$ cat src/design/pare_defines.vh
// pare_defines.vh: constants for the physical address router and encryption tagger
// assumes: included by bare name from the design files, definitions only
`ifndef PARE_DEFINES_VH
`define PARE_DEFINES_VH

// ceiling register address field
`define PARE_CEIL_MSB 51
`define PARE_CEIL_LSB 23
// system configuration bits
`define PARE_CFG_LOW_EN 20
`define PARE_CFG_HIGH_EN 21
`define PARE_CFG_SK_EN 23
`define PARE_CFG_MK_EN 26
// 4 GB boundary as a 52-bit address
`define PARE_FOUR_GB 52'h0_0001_0000_0000
// reset values
`define PARE_CEIL_RST 64'h0000_0000_0000_0000
`define PARE_CFG_RST 64'h0000_0000_0000_0000
// extended type field positions
`define PARE_TYPE_WR 3
`define PARE_TYPE_RD 4
// register select codes on the configuration port
`define PARE_SEL_LOW 2'h0
`define PARE_SEL_HIGH 2'h1
`define PARE_SEL_CFG 2'h2
// key generator seed, arbitrary value
`define PARE_KEY_SEED 32'hA5C3_0F1E

`endif

$ cat src/design/pare_key_gen.v
// pare_key_gen.v: free-running lfsr that yields a per-boot random key
// assumes: one clock, async active-low reset; entropy comes from boot timing
`timescale 1ns/1ps
`default_nettype none
`include "pare_defines.vh"

module pare_key_gen #(
    parameter W = 32
) (
    input wire clk_i,
    input wire nrst_i,
    input wire capture_i,
    output reg [W-1:0] key_o,
    output reg key_valid_o
);
    reg [W-1:0] lfsr_reg; // running shift state

    // lfsr advances every cycle, key latched once
    always @(posedge clk_i or negedge nrst_i) begin
        if (!nrst_i) begin
            lfsr_reg <= `PARE_KEY_SEED;
            key_o <= {W{1'b0}};
            key_valid_o <= 1'b0;
        end else begin
            lfsr_reg <= {lfsr_reg[W-2:0], lfsr_reg[W-1] ^ lfsr_reg[W-2] ^ lfsr_reg[0]};
            if (capture_i && !key_valid_o) begin
                key_o <= lfsr_reg;
                key_valid_o <= 1'b1;
            end
        end
    end
endmodule
`default_nettype wire

$ cat src/design/pare_top.v
// pare_top.v: physical address routing and memory encryption attribute logic
// assumes: core drives request address/attributes on MCLK_I; config writes arrive
// on a simple write/read select port; cipher engine sits downstream
// Notes on behaviour
// below ceilings, low or above 4G: memory
// ceiling up to 4G/top: memory-mapped I/O
// ceilings hold bits 51..23, 8MB granular
// other ceiling bits ignored by hardware
// low ceiling used only when bit 20
// high ceiling used only when bit 21
// disabled ceiling sends accesses to I/O
// merge read/write routing with memory type
// encrypted pages decrypt on read, encrypt write
// one random boot key, never software visible
// single-key needs config bit 23 set
// encryption needs PAE and paging enabled
// nonzero removed address bits raise page fault
// encrypt attribute set means page encrypted
// encrypted upper entry: next table decrypted
// range checks use masked reduced address
// encrypted access to I/O is ignored
// flush before toggling unless coherency bit
// toggling attribute never re-encrypts contents
// legacy 32-bit: first table kept plain
// multi-key when bit 26 set, 23 clear
// key index field ends at encrypt bit
// routing decided same cycle as request
`timescale 1ns/1ps
`default_nettype none
`include "pare_defines.vh"

module pare_top #(
    parameter PA_W = 52, // architectural physical address width
    parameter RED_W = 43, // reduced address width while encryption on
    parameter CBIT_POS = 47, // encrypt attribute bit position
    parameter KID_W = 4, // key index width, log2(max index + 1)
    parameter KEY_W = 32, // width of boot key
    parameter COHERENT = 1'b0 // cross-domain coherency capability
) (
    input wire MCLK_I,
    input wire NRST_I,
    // configuration port
    input wire CFG_WE_I,
    input wire [1:0] CFG_SEL_I,
    input wire [63:0] CFG_WDATA_I,
    output reg [63:0] CFG_RDATA_O,
    // processor mode
    input wire PAE_I,
    input wire PAGING_I,
    // request from core
    input wire REQ_VALID_I,
    input wire REQ_WRITE_I,
    input wire REQ_WALK_I,
    input wire REQ_ENC_I,
    input wire [63:0] REQ_ADDR_I,
    input wire [2:0] MTYPE_I,
    input wire FIX_RD_MEM_I,
    input wire FIX_WR_MEM_I,
    input wire FIX_HIT_I,
    // routed request outputs
    output reg OUT_VALID_O,
    output reg OUT_WRITE_O,
    output reg OUT_TO_DRAM_O,
    output reg OUT_CRYPT_O,
    output reg [KID_W-1:0] OUT_KEY_INDEX_O,
    output reg [PA_W-1:0] OUT_ADDR_O,
    output reg [4:0] OUT_TYPE_O,
    output reg OUT_DROP_O,
    output reg OUT_FAULT_O,
    output reg OUT_NEXT_DECRYPT_O,
    output reg [KEY_W-1:0] OUT_KEY_O,
    output reg COHERENT_O
);
    // software-visible registers
    reg [63:0] low_memory_ceiling_reg;
    reg [63:0] high_memory_ceiling_reg;
    reg [63:0] system_config_register_reg;
    wire [KEY_W-1:0] boot_key; // hidden key, not on read path
    wire boot_key_valid;

    // config enables
    wire low_ceiling_enable = system_config_register_reg[`PARE_CFG_LOW_EN];
    wire high_ceiling_enable = system_config_register_reg[`PARE_CFG_HIGH_EN];
    wire single_key_encrypt_enable = system_config_register_reg[`PARE_CFG_SK_EN];
    wire multi_key_encrypt_enable = system_config_register_reg[`PARE_CFG_MK_EN];

    // config write, ceilings store the whole written word; only bits 51..23 are compared
    always @(posedge MCLK_I or negedge NRST_I) begin
        if (!NRST_I) begin
            low_memory_ceiling_reg <= `PARE_CEIL_RST;
            high_memory_ceiling_reg <= `PARE_CEIL_RST;
            system_config_register_reg <= `PARE_CFG_RST;
        end else if (CFG_WE_I) begin
            case (CFG_SEL_I)
                `PARE_SEL_LOW: begin
                    low_memory_ceiling_reg <= CFG_WDATA_I;
                end
                `PARE_SEL_HIGH: begin
                    high_memory_ceiling_reg <= CFG_WDATA_I;
                end
                `PARE_SEL_CFG: begin
                    system_config_register_reg <= CFG_WDATA_I;
                end
                default: begin
                    system_config_register_reg <= system_config_register_reg;
                end
            endcase
        end
    end

    // read back, registered; boot key never selectable
    always @(posedge MCLK_I or negedge NRST_I) begin
        if (!NRST_I) begin
            CFG_RDATA_O <= 64'h0000_0000_0000_0000;
        end else begin
            case (CFG_SEL_I)
                `PARE_SEL_LOW: CFG_RDATA_O <= low_memory_ceiling_reg;
                `PARE_SEL_HIGH: CFG_RDATA_O <= high_memory_ceiling_reg;
                `PARE_SEL_CFG: CFG_RDATA_O <= system_config_register_reg;
                default: CFG_RDATA_O <= 64'h0000_0000_0000_0000;
            endcase
        end
    end

    // boot key source
    pare_key_gen #(
        .W(KEY_W)
    ) u_key (
        .clk_i(MCLK_I),
        .nrst_i(NRST_I),
        .capture_i(single_key_encrypt_enable),
        .key_o(boot_key),
        .key_valid_o(boot_key_valid)
    );

    // encryption modes
    wire paging_ok = PAE_I && PAGING_I;
    wire sk_mode = single_key_encrypt_enable;
    wire mk_mode = multi_key_encrypt_enable && !single_key_encrypt_enable;
    wire enc_on = (sk_mode || mk_mode) && paging_ok;

    // address masking and reduced-size checks
    reg [PA_W-1:0] range_addr; // address used for range checks
    reg upper_nonzero; // removed bits carry a one
    reg [KID_W-1:0] key_index; // key index from upper bits
    reg enc_attr; // page encrypt attribute
    integer i;
    always @* begin
        range_addr = REQ_ADDR_I[PA_W-1:0];
        upper_nonzero = 1'b0;
        key_index = {KID_W{1'b0}};
        enc_attr = 1'b0;
        if (enc_on) begin
            for (i = RED_W; i < PA_W; i = i + 1) begin
                range_addr[i] = 1'b0;
            end
            if (mk_mode) begin
                key_index = REQ_ADDR_I[CBIT_POS -: KID_W];
                enc_attr = (key_index != {KID_W{1'b0}});
                for (i = RED_W; i < PA_W; i = i + 1) begin
                    if (REQ_ADDR_I[i] && (i > CBIT_POS || i <= CBIT_POS - KID_W)) begin
                        upper_nonzero = 1'b1;
                    end
                end
            end else begin
                enc_attr = REQ_ENC_I;
                for (i = RED_W; i < PA_W; i = i + 1) begin
                    if (REQ_ADDR_I[i] && i != CBIT_POS) begin
                        upper_nonzero = 1'b1;
                    end
                end
            end
        end
    end

    // ceiling comparisons on the masked address
    wire [PA_W-1:0] low_ceil = {low_memory_ceiling_reg[`PARE_CEIL_MSB:`PARE_CEIL_LSB],
        23'h00_0000};
    wire [PA_W-1:0] high_ceil = {high_memory_ceiling_reg[`PARE_CEIL_MSB:`PARE_CEIL_LSB],
        23'h00_0000};
    wire below_4g = range_addr < `PARE_FOUR_GB;
    wire in_low_mem = low_ceiling_enable && below_4g && (range_addr < low_ceil);
    wire in_high_mem = high_ceiling_enable && !below_4g && (range_addr < high_ceil);
    wire ceil_dram = in_low_mem || in_high_mem;

    // merge with extended fixed-range encoding
    reg rd_mem;
    reg wr_mem;
    always @* begin
        if (FIX_HIT_I) begin
            rd_mem = FIX_RD_MEM_I;
            wr_mem = FIX_WR_MEM_I;
        end else begin
            rd_mem = ceil_dram;
            wr_mem = ceil_dram;
        end
    end
    wire to_dram = REQ_WRITE_I ? wr_mem : rd_mem;

    // request outcome, decided from this cycle's address
    wire drop = enc_attr && !to_dram;
    wire crypt = enc_on && enc_attr && to_dram;

    // registered request outputs
    always @(posedge MCLK_I or negedge NRST_I) begin
        if (!NRST_I) begin
            OUT_VALID_O <= 1'b0;
            OUT_WRITE_O <= 1'b0;
            OUT_TO_DRAM_O <= 1'b0;
            OUT_CRYPT_O <= 1'b0;
            OUT_KEY_INDEX_O <= {KID_W{1'b0}};
            OUT_ADDR_O <= {PA_W{1'b0}};
            OUT_TYPE_O <= 5'h00;
            OUT_DROP_O <= 1'b0;
            OUT_FAULT_O <= 1'b0;
            OUT_NEXT_DECRYPT_O <= 1'b0;
        end else begin

            OUT_VALID_O <= REQ_VALID_I && !drop && !(REQ_WALK_I && upper_nonzero);
            OUT_WRITE_O <= REQ_WRITE_I;
            OUT_TO_DRAM_O <= to_dram;
            OUT_CRYPT_O <= crypt;
            OUT_KEY_INDEX_O <= crypt ? key_index : {KID_W{1'b0}};
            OUT_ADDR_O <= range_addr;
            OUT_TYPE_O <= {rd_mem, wr_mem, MTYPE_I};
            OUT_DROP_O <= REQ_VALID_I && drop;
            OUT_FAULT_O <= REQ_VALID_I && REQ_WALK_I && upper_nonzero;
            OUT_NEXT_DECRYPT_O <= REQ_VALID_I && REQ_WALK_I && crypt;
        end
    end

    // key to cipher, only once single-key mode is up
    always @(posedge MCLK_I or negedge NRST_I) begin
        if (!NRST_I) begin
            OUT_KEY_O <= {KEY_W{1'b0}};
            COHERENT_O <= 1'b0;
        end else begin
            OUT_KEY_O <= (sk_mode && boot_key_valid) ? boot_key : {KEY_W{1'b0}};
            COHERENT_O <= COHERENT;
        end
    end
endmodule
`default_nettype wire

$ cat config.mk
export PLATFORM = sky130hd
export DESIGN_NAME = pare_top
export DESIGN_NICKNAME = d
export VERILOG_FILES = /design/src/design/pare_key_gen.v /design/src/design/pare_top.v
export VERILOG_INCLUDE_DIRS = /design/src /design/src/design
export SDC_FILE = /design/constraint.sdc
export NUM_CORES = 1
export LEC_CHECK = 0
export BUFFER_PORTS_ARGS = -buffer_cell sky130_fd_sc_hd__buf_2
export CAP_MARGIN = 20
export CELL_PAD_IN_SITES_DETAIL_PLACEMENT = 1
export CELL_PAD_IN_SITES_GLOBAL_PLACEMENT = 1
export CORE_AREA = 5 5 243 245
export CTS_BUF_LIST = sky130_fd_sc_hd__clkbuf_4 sky130_fd_sc_hd__clkbuf_8
export CTS_CLUSTER_DIAMETER = 50
export DETAILED_ROUTE_END_ITERATION = 10
export DIE_AREA = 0 0 248 250
export PLACE_DENSITY = 0.63
export SYNTH_ARGS = -nofsm -noshare
export SYNTH_HDL_FRONTEND = slang
export SYNTH_HIERARCHICAL = 1
export SYNTH_SLANG_ARGS = --single-unit
$ cat constraint.sdc
create_clock -name MCLK_I -period 3.2 [get_ports MCLK_I]
set_input_delay 0.16 -clock MCLK_I [delete_from_list [all_inputs] [get_ports MCLK_I]]
set_output_delay 0.16 -clock MCLK_I [all_outputs]
set_load 0.05 [all_outputs]
Yosys cells after proc, flatten, opt, wreduce, memory -nomap -nowiden
Cells that the tools add are included.
{"block": "classes", "n_lt_le_gt_ge": 3, "n_eq_ne": 2, "muxes": 25, "bitwise_logic": 2, "reduce_logical": 32}
{"cell": "$pmux 64 s3", "count": 1}
{"cell": "$lt 52x52->1", "count": 2}
{"cell": "$lt 52x33->1 const B", "count": 1}
{"cell": "$mux 32", "count": 1}
{"cell": "$logic_and 1x1->1", "count": 19}
{"cell": "$mux 1", "count": 19}
{"cell": "$mux 4", "count": 3}
{"cell": "$mux 9", "count": 1}
{"cell": "$logic_not 1->1", "count": 6}
{"cell": "$reduce_and 2->1", "count": 3}
{"cell": "$reduce_bool 4->1", "count": 1}
{"cell": "$eq 2x1->1 const B", "count": 1}
{"cell": "$eq 2x2->1 const B", "count": 1}
{"cell": "$logic_not 2->1", "count": 1}
{"cell": "$logic_or 1x1->1", "count": 2}
{"cell": "$xor 1x1->1", "count": 2}
{"block": "word_totals", "regBits": 421, "input_bits": 145, "output_inout_bits": 165, "elab_cells": 82}

Longest topological paths before layout
{"block": "logic_depth", "depth_word": 17, "depth_mapped": 13, "depth_no_buf": 10}

Modules after synthesis
Netlist, hierarchy kept.
{"mod": "pare_top", "instances": 1, "cells_per_inst": 1124, "area_each_um2": 14491.4, "seq_area_each_um2": 8908.5}
{"mod": "pare_key_gen", "instances": 1, "cells_per_inst": 105, "area_each_um2": 2228.4, "seq_area_each_um2": 1646.6}

Worst setup path before layout
OpenSTA, ideal clock, no wires.
{"block": "synth_timing", "path_type": "flip-flop to flip-flop", "start": "reg system_config_register_reg[23]", "end": "reg OUT_VALID_O", "setup_time_ns": 0.137, "t_arrival_ns": 2.608, "required_time_ns": 3.063, "path_slack_ns": 0.455, "path_stages_with_launch": 13, "path_cell_list": "dfrtp_1 o211ai_2 buf_6 clkbuf_1 and2_1 ha_1 nand4_1 or4_1 o211ai_1 a221oi_2 a21oi_2 buf_6 o31ai_4"}
{"block": "synth_via", "elab_chain_len": 17}
{"item": "start: declaration", "line_no": "pare_top.v:77", "source": "reg [63:0] system_config_register_reg;"}
{"item": "start signal: assignment", "line_no": "pare_top.v:92", "source": "system_config_register_reg <= `PARE_CFG_RST;"}
{"item": "start signal: assignment", "line_no": "pare_top.v:105", "source": "system_config_register_reg <= system_config_register_reg;"}
{"item": "$logic_not 1->1", "line_no": "pare_top.v:139", "source": "wire mk_mode = multi_key_encrypt_enable && !single_key_encrypt_enable;"}
{"item": "$logic_and 1x1->1", "line_no": "pare_top.v:139"}
{"item": "$logic_or 1x1->1", "line_no": "pare_top.v:140", "source": "wire enc_on = (sk_mode || mk_mode) && paging_ok;"}
{"item": "$logic_and 1x1->1", "line_no": "pare_top.v:140"}
{"item": "$mux 9", "line_no": "pare_top.v:153", "source": "if (enc_on) begin"}
{"item": "$lt 52x33->1 (no source line)"}
{"item": "$logic_not 1->1", "line_no": "pare_top.v:183", "source": "wire in_high_mem = high_ceiling_enable && !below_4g && (range_addr < high_ceil);"}
{"item": "$logic_and 1x1->1 (2 in series)", "line_no": "pare_top.v:183"}
{"item": "$logic_or 1x1->1", "line_no": "pare_top.v:184", "source": "wire ceil_dram = in_low_mem || in_high_mem;"}
{"item": "$mux 1", "line_no": "pare_top.v:190", "source": "if (FIX_HIT_I) begin"}
{"item": "$mux 1", "line_no": "pare_top.v:198", "source": "wire to_dram = REQ_WRITE_I ? wr_mem : rd_mem;"}
{"item": "$logic_not 1->1", "line_no": "pare_top.v:201", "source": "wire drop = enc_attr && !to_dram;"}
{"item": "$logic_and 1x1->1", "line_no": "pare_top.v:201"}
{"item": "$logic_not 1->1", "line_no": "pare_top.v:219", "source": "OUT_VALID_O <= REQ_VALID_I && !drop && !(REQ_WALK_I && upper_nonzero);"}
{"item": "$logic_and 1x1->1", "line_no": "pare_top.v:219"}
{"item": "$logic_and 1x1->1 *", "line_no": "pare_top.v:219"}
{"item": "end signal: assignment", "line_no": "pare_top.v:219"}
{"item": "end: declaration", "line_no": "pare_top.v:61", "source": "output reg OUT_VALID_O,"}
Mark *: on every way between the ends. The rest lies on a longest branch, timed or not.
A chain may end at the register's enable or synchronous reset.

Worst setup path in the final report
{"block": "layout_timing", "start": "reg system_config_register_reg[26]", "end": "reg OUT_DROP_O"}
{"block": "layout_via", "elab_chain_len": 14}
{"item": "$logic_and 1x1->1 *", "line_no": "pare_top.v:139"}
{"item": "$logic_or 1x1->1", "line_no": "pare_top.v:140"}
{"item": "$logic_and 1x1->1", "line_no": "pare_top.v:140"}
{"item": "$mux 9", "line_no": "pare_top.v:153"}
{"item": "$lt 52x33->1 (no source line)"}
{"item": "$logic_not 1->1", "line_no": "pare_top.v:183"}
{"item": "$logic_and 1x1->1 (2 in series)", "line_no": "pare_top.v:183"}
{"item": "$logic_or 1x1->1", "line_no": "pare_top.v:184"}
{"item": "$mux 1", "line_no": "pare_top.v:190"}
{"item": "$mux 1", "line_no": "pare_top.v:198"}
{"item": "$logic_not 1->1", "line_no": "pare_top.v:201"}
{"item": "$logic_and 1x1->1 *", "line_no": "pare_top.v:201"}
{"item": "$logic_and 1x1->1 *", "line_no": "pare_top.v:226", "source": "OUT_DROP_O <= REQ_VALID_I && drop;"}
{"item": "end signal: assignment", "line_no": "pare_top.v:226"}
{"item": "end: declaration", "line_no": "pare_top.v:68", "source": "output reg OUT_DROP_O,"}
Marks and branches as above.

==> results.txt <==
----------------------------------------------------
[Logic synthesis]
  Share of flip-flops with an asynchronous set or reset ... 100.0%
  Number of distinct standard cells referenced by the synthesized netlist ... 56
  Mapped Cells ... 1229
  Number of enable flip-flop cells after synthesis ... 0
  Sequential area share after synthesis ... 63.13%
  Syn nets ... 1426
  Largest area contributor in the synthesized netlist ... dfrtp_1
  Post-Syn Area per Cell ... 13.60 um^2
  Yosys warning count ... 6
  Netlist area before placement ... 16720 um^2
  Register bit count reported by yosys ... 421
  Top cell type's share of synthesized area ... 60.62%
  Most area-consuming cells after synthesis ... dfrtp_1 (61%), mux2_2 (11%), ha_1 (3.9%)
  Most common flop cell mapped by yosys ... dfrtp_1

[Route]
  DRC violation total after the first TritonRoute iteration ... 430
  Drt first pass iters ... 4
  Vias per cell ... 4.507
  Sum of routed wire length over all layers ... 47.82 mm
  Average wire length per cell after detail routing ... 18.89 um
  Final ANT Viol Nets ... 0
  Final routed DRC violation total ... 0
  Total via count in the routed design ... 11411

[Floorplanning]
  Core area ... 56920 um^2
  Number of primary I/O pins ... 310
  Number of core rows ... 88
  Die height ... 250 um
  Die extent in x ... 248 um
  Area enclosed by the die boundary ... 62000 um^2
  Initial core utilization ... 29.37%

[Global routing]
  Antenna violations before repair ... 8
  Overall overflow remaining after global route ... 0
  Wire length of the first global-routing pass ... 75.07 mm
  Number of global-route vias before repair ... 13230
  Global-route total usage across every layer ... 15.43%
  Largest net degree at the start of global routing ... 88

[Setup path]
  Critical path endpoint category ... flop
  Cell at the slowest stage of the critical path ... or4_1
  Startpoint types ... flop
  Critical Path AT ... 3.50 ns
  Reg-to-Reg Start ... system_config_register_reg[26]
  Cell class contributing the biggest share of worst-path delay ... compound AO/OA/AOI/OAI gates
  Sequence of cells on the critical path ... o211ai_2 > and2_1 > ha_1 > nand4_1 > or4_1 > o211ai_1 > a221oi_2 > a21oi_2 > buf_4 > o211a_1
  WP data required ... 3.79 ns
  Crit path largest cell delay ... 0.55 ns
  Maximum fanout along the worst path ... 11
  Worst Path Buf+Inv ... 1
  Worst setup path startpoint ... system_config_register_reg[26]
  Startpoint-to-endpoint class of the critical path ... reg -> reg

[Finish]
  Register area ... 10560 um^2
  Layout-stage area growth over the synthesis result ... 33.69%
  Most common cell after layout, fill and taps aside ... dfrtp_1
  Number of inserted filler cells in the final layout ... 6114
  Commonest non-fill, non-tap cells in the layout ... dfrtp_1 (405), buf_2 (294), mux2_2 (167)
  Share of post-route cells with drive strength above 1 ... 39.15%
  Final cell area excluding filler cells ... 22350 um^2
  Net total in the final layout ... 1894
  Multi-input gate area ... 5638 um^2

[Outcome]
  Run status ... finished, final reports clean

[Power]
  Worst ir drop on vdd ... 355.0 uV
  Cell area power density ... 670.4 nW/um^2
  Total Power Consumption ... 0.01499 W
  Cell leakage power ... 10.91 nW

[Placement]
  Final weighted congestion in routability-driven placement ... 0.7777
  IO buf count ... 296
  Standard cell area after detailed placement ... 19140 um^2
  Final HPWL DP ... 30.16 mm

[CTS]
  CTS clock-pin slew for the worst setup and hold paths ... 0.06 ns
  Clock Sink Count ... 421
  H-tree depth reported by CTS ... 3
  Hold_buf cts ... 131
  Post-CTS sizing ... 0
  TritonCTS clock tree ... yes
  Number of clock buffers inserted by TritonCTS ... 76
  Post-CTS setup buffer count ... 0
  Clock tree buffer depth ... 3
  Skew-Pair Late Insertion Delay ... 0.66 ns
  CTS root buf ... clkbuf_8

[Job]
  Max-capacitance violation count ... 0

[Timing]
  Clock Skew ... 0.02696 ns
  Number of setup violations in the final report ... 0
  Sum of negative setup slack ... 0 ns
  Time the final worst path needs with I/O delays and setup ... 2.913 ns
  Unrepaired setup endpoints after global routing ... false
  Slew Limit Fails ... 0
  Final critical-path share of the clock period ... 91.04%
  Worst max-slew margin expressed relative to the limit ... 34.10%
  Max frequency ... 343.2 MHz
  Worst-margin pin slew ... 0.9886 ns
  Final-report hold violation count ... 0

[Min path]
  Worst hold path startpoint ... PAGING_I
  Worst hold path class ... in -> reg

----------------------------------------------------
## final cells by class
class,instances,area share [%]
flip-flops and latches,421,47.22
multi-input cells,683,25.22
repair buffers,451,13.69
clock buffers,117,6.644
well taps,765,4.282
clock inverters,24,1.786
inverters,64,1.075
diodes,7,0.07837
## where the power goes
group,total (W),switching (W),internal [W]
Clock,0.00613,0.00240,0.00373
Combinational,0.00257,0.00162,0.000950
Sequential,0.00629,0.000324,0.00596
Total,0.0150,0.00434,0.0106
## worst min-delay path: cells and delay by family
family / cells / cell delay, ns
AND/OR/NAND/NOR: 1 / 0.15
AO/OA/AOI/OAI: 1 / 0.07
buffers and inverters: 2 / 0.31
## cells in the mapped netlist, drive strengths merged (16+ instances only)
library cell and number:
a21oi 20, and3 35, buf 16, clkbuf 45, dfrtp 405, dfstp 16, ha 52, inv 64
mux2 197, mux2i 64, nand2 108, o21ai 100
## path summary, 6_finish.rpt
kind                                           end  slack (ns)  cells past startpoint
worst max-delay path                    OUT_DROP_O        0.29                     10
worst min-delay path                OUT_ADDR_O[47]        0.09                      4
worst max register to register          OUT_DROP_O        0.29                     10
worst min register to register  u_key/lfsr_reg[11]        0.37                      0
max in group asynchronous            OUT_ADDR_O[4]        2.11                      3
min in group asynchronous            OUT_KEY_O[12]        0.13                      2
## through the flow
step | hold slack [ns] | worst slack (ns) | util, % | instances
2_1_floorplan | -0.1356 | 0.4552 | - | 1229
6_report | 0.08577 | 0.2867 | 39.27 | 2532
4_1_cts | 0.003301 | 0.2802 | 39.24 | 2525
3_5_place_dp | 0.2474 | 0.3270 | 33.62 | 2253
3_3_place_gp | 0.2357 | 0.3174 | 33.62 | 2253
5_1_grt | 0.06352 | 0.05087 | 39.26 | 2530
## layer usage
layer	vias up	share of wire [%]	track usage, %
li1	5216	-	-
met1	5874	42	18.48
met2	241	51	26.83
met3	78	5.3	3.973
met4	2	2.3	5.374
met5	-	0.023	0
## cells by family after synthesis
family / count (synthesis) / synth area share (%)
flops: 421 / 63.13
mux: 261 / 17.77
simple gates: 215 / 6.436
compound gates: 149 / 5.201
buf+inv: 125 / 3.270
fa+ha+maj: 54 / 4.011
xor+xnor: 3 / 0.1572
other cells: 1 / 0.02243
(Power assumes the default switching activity.)
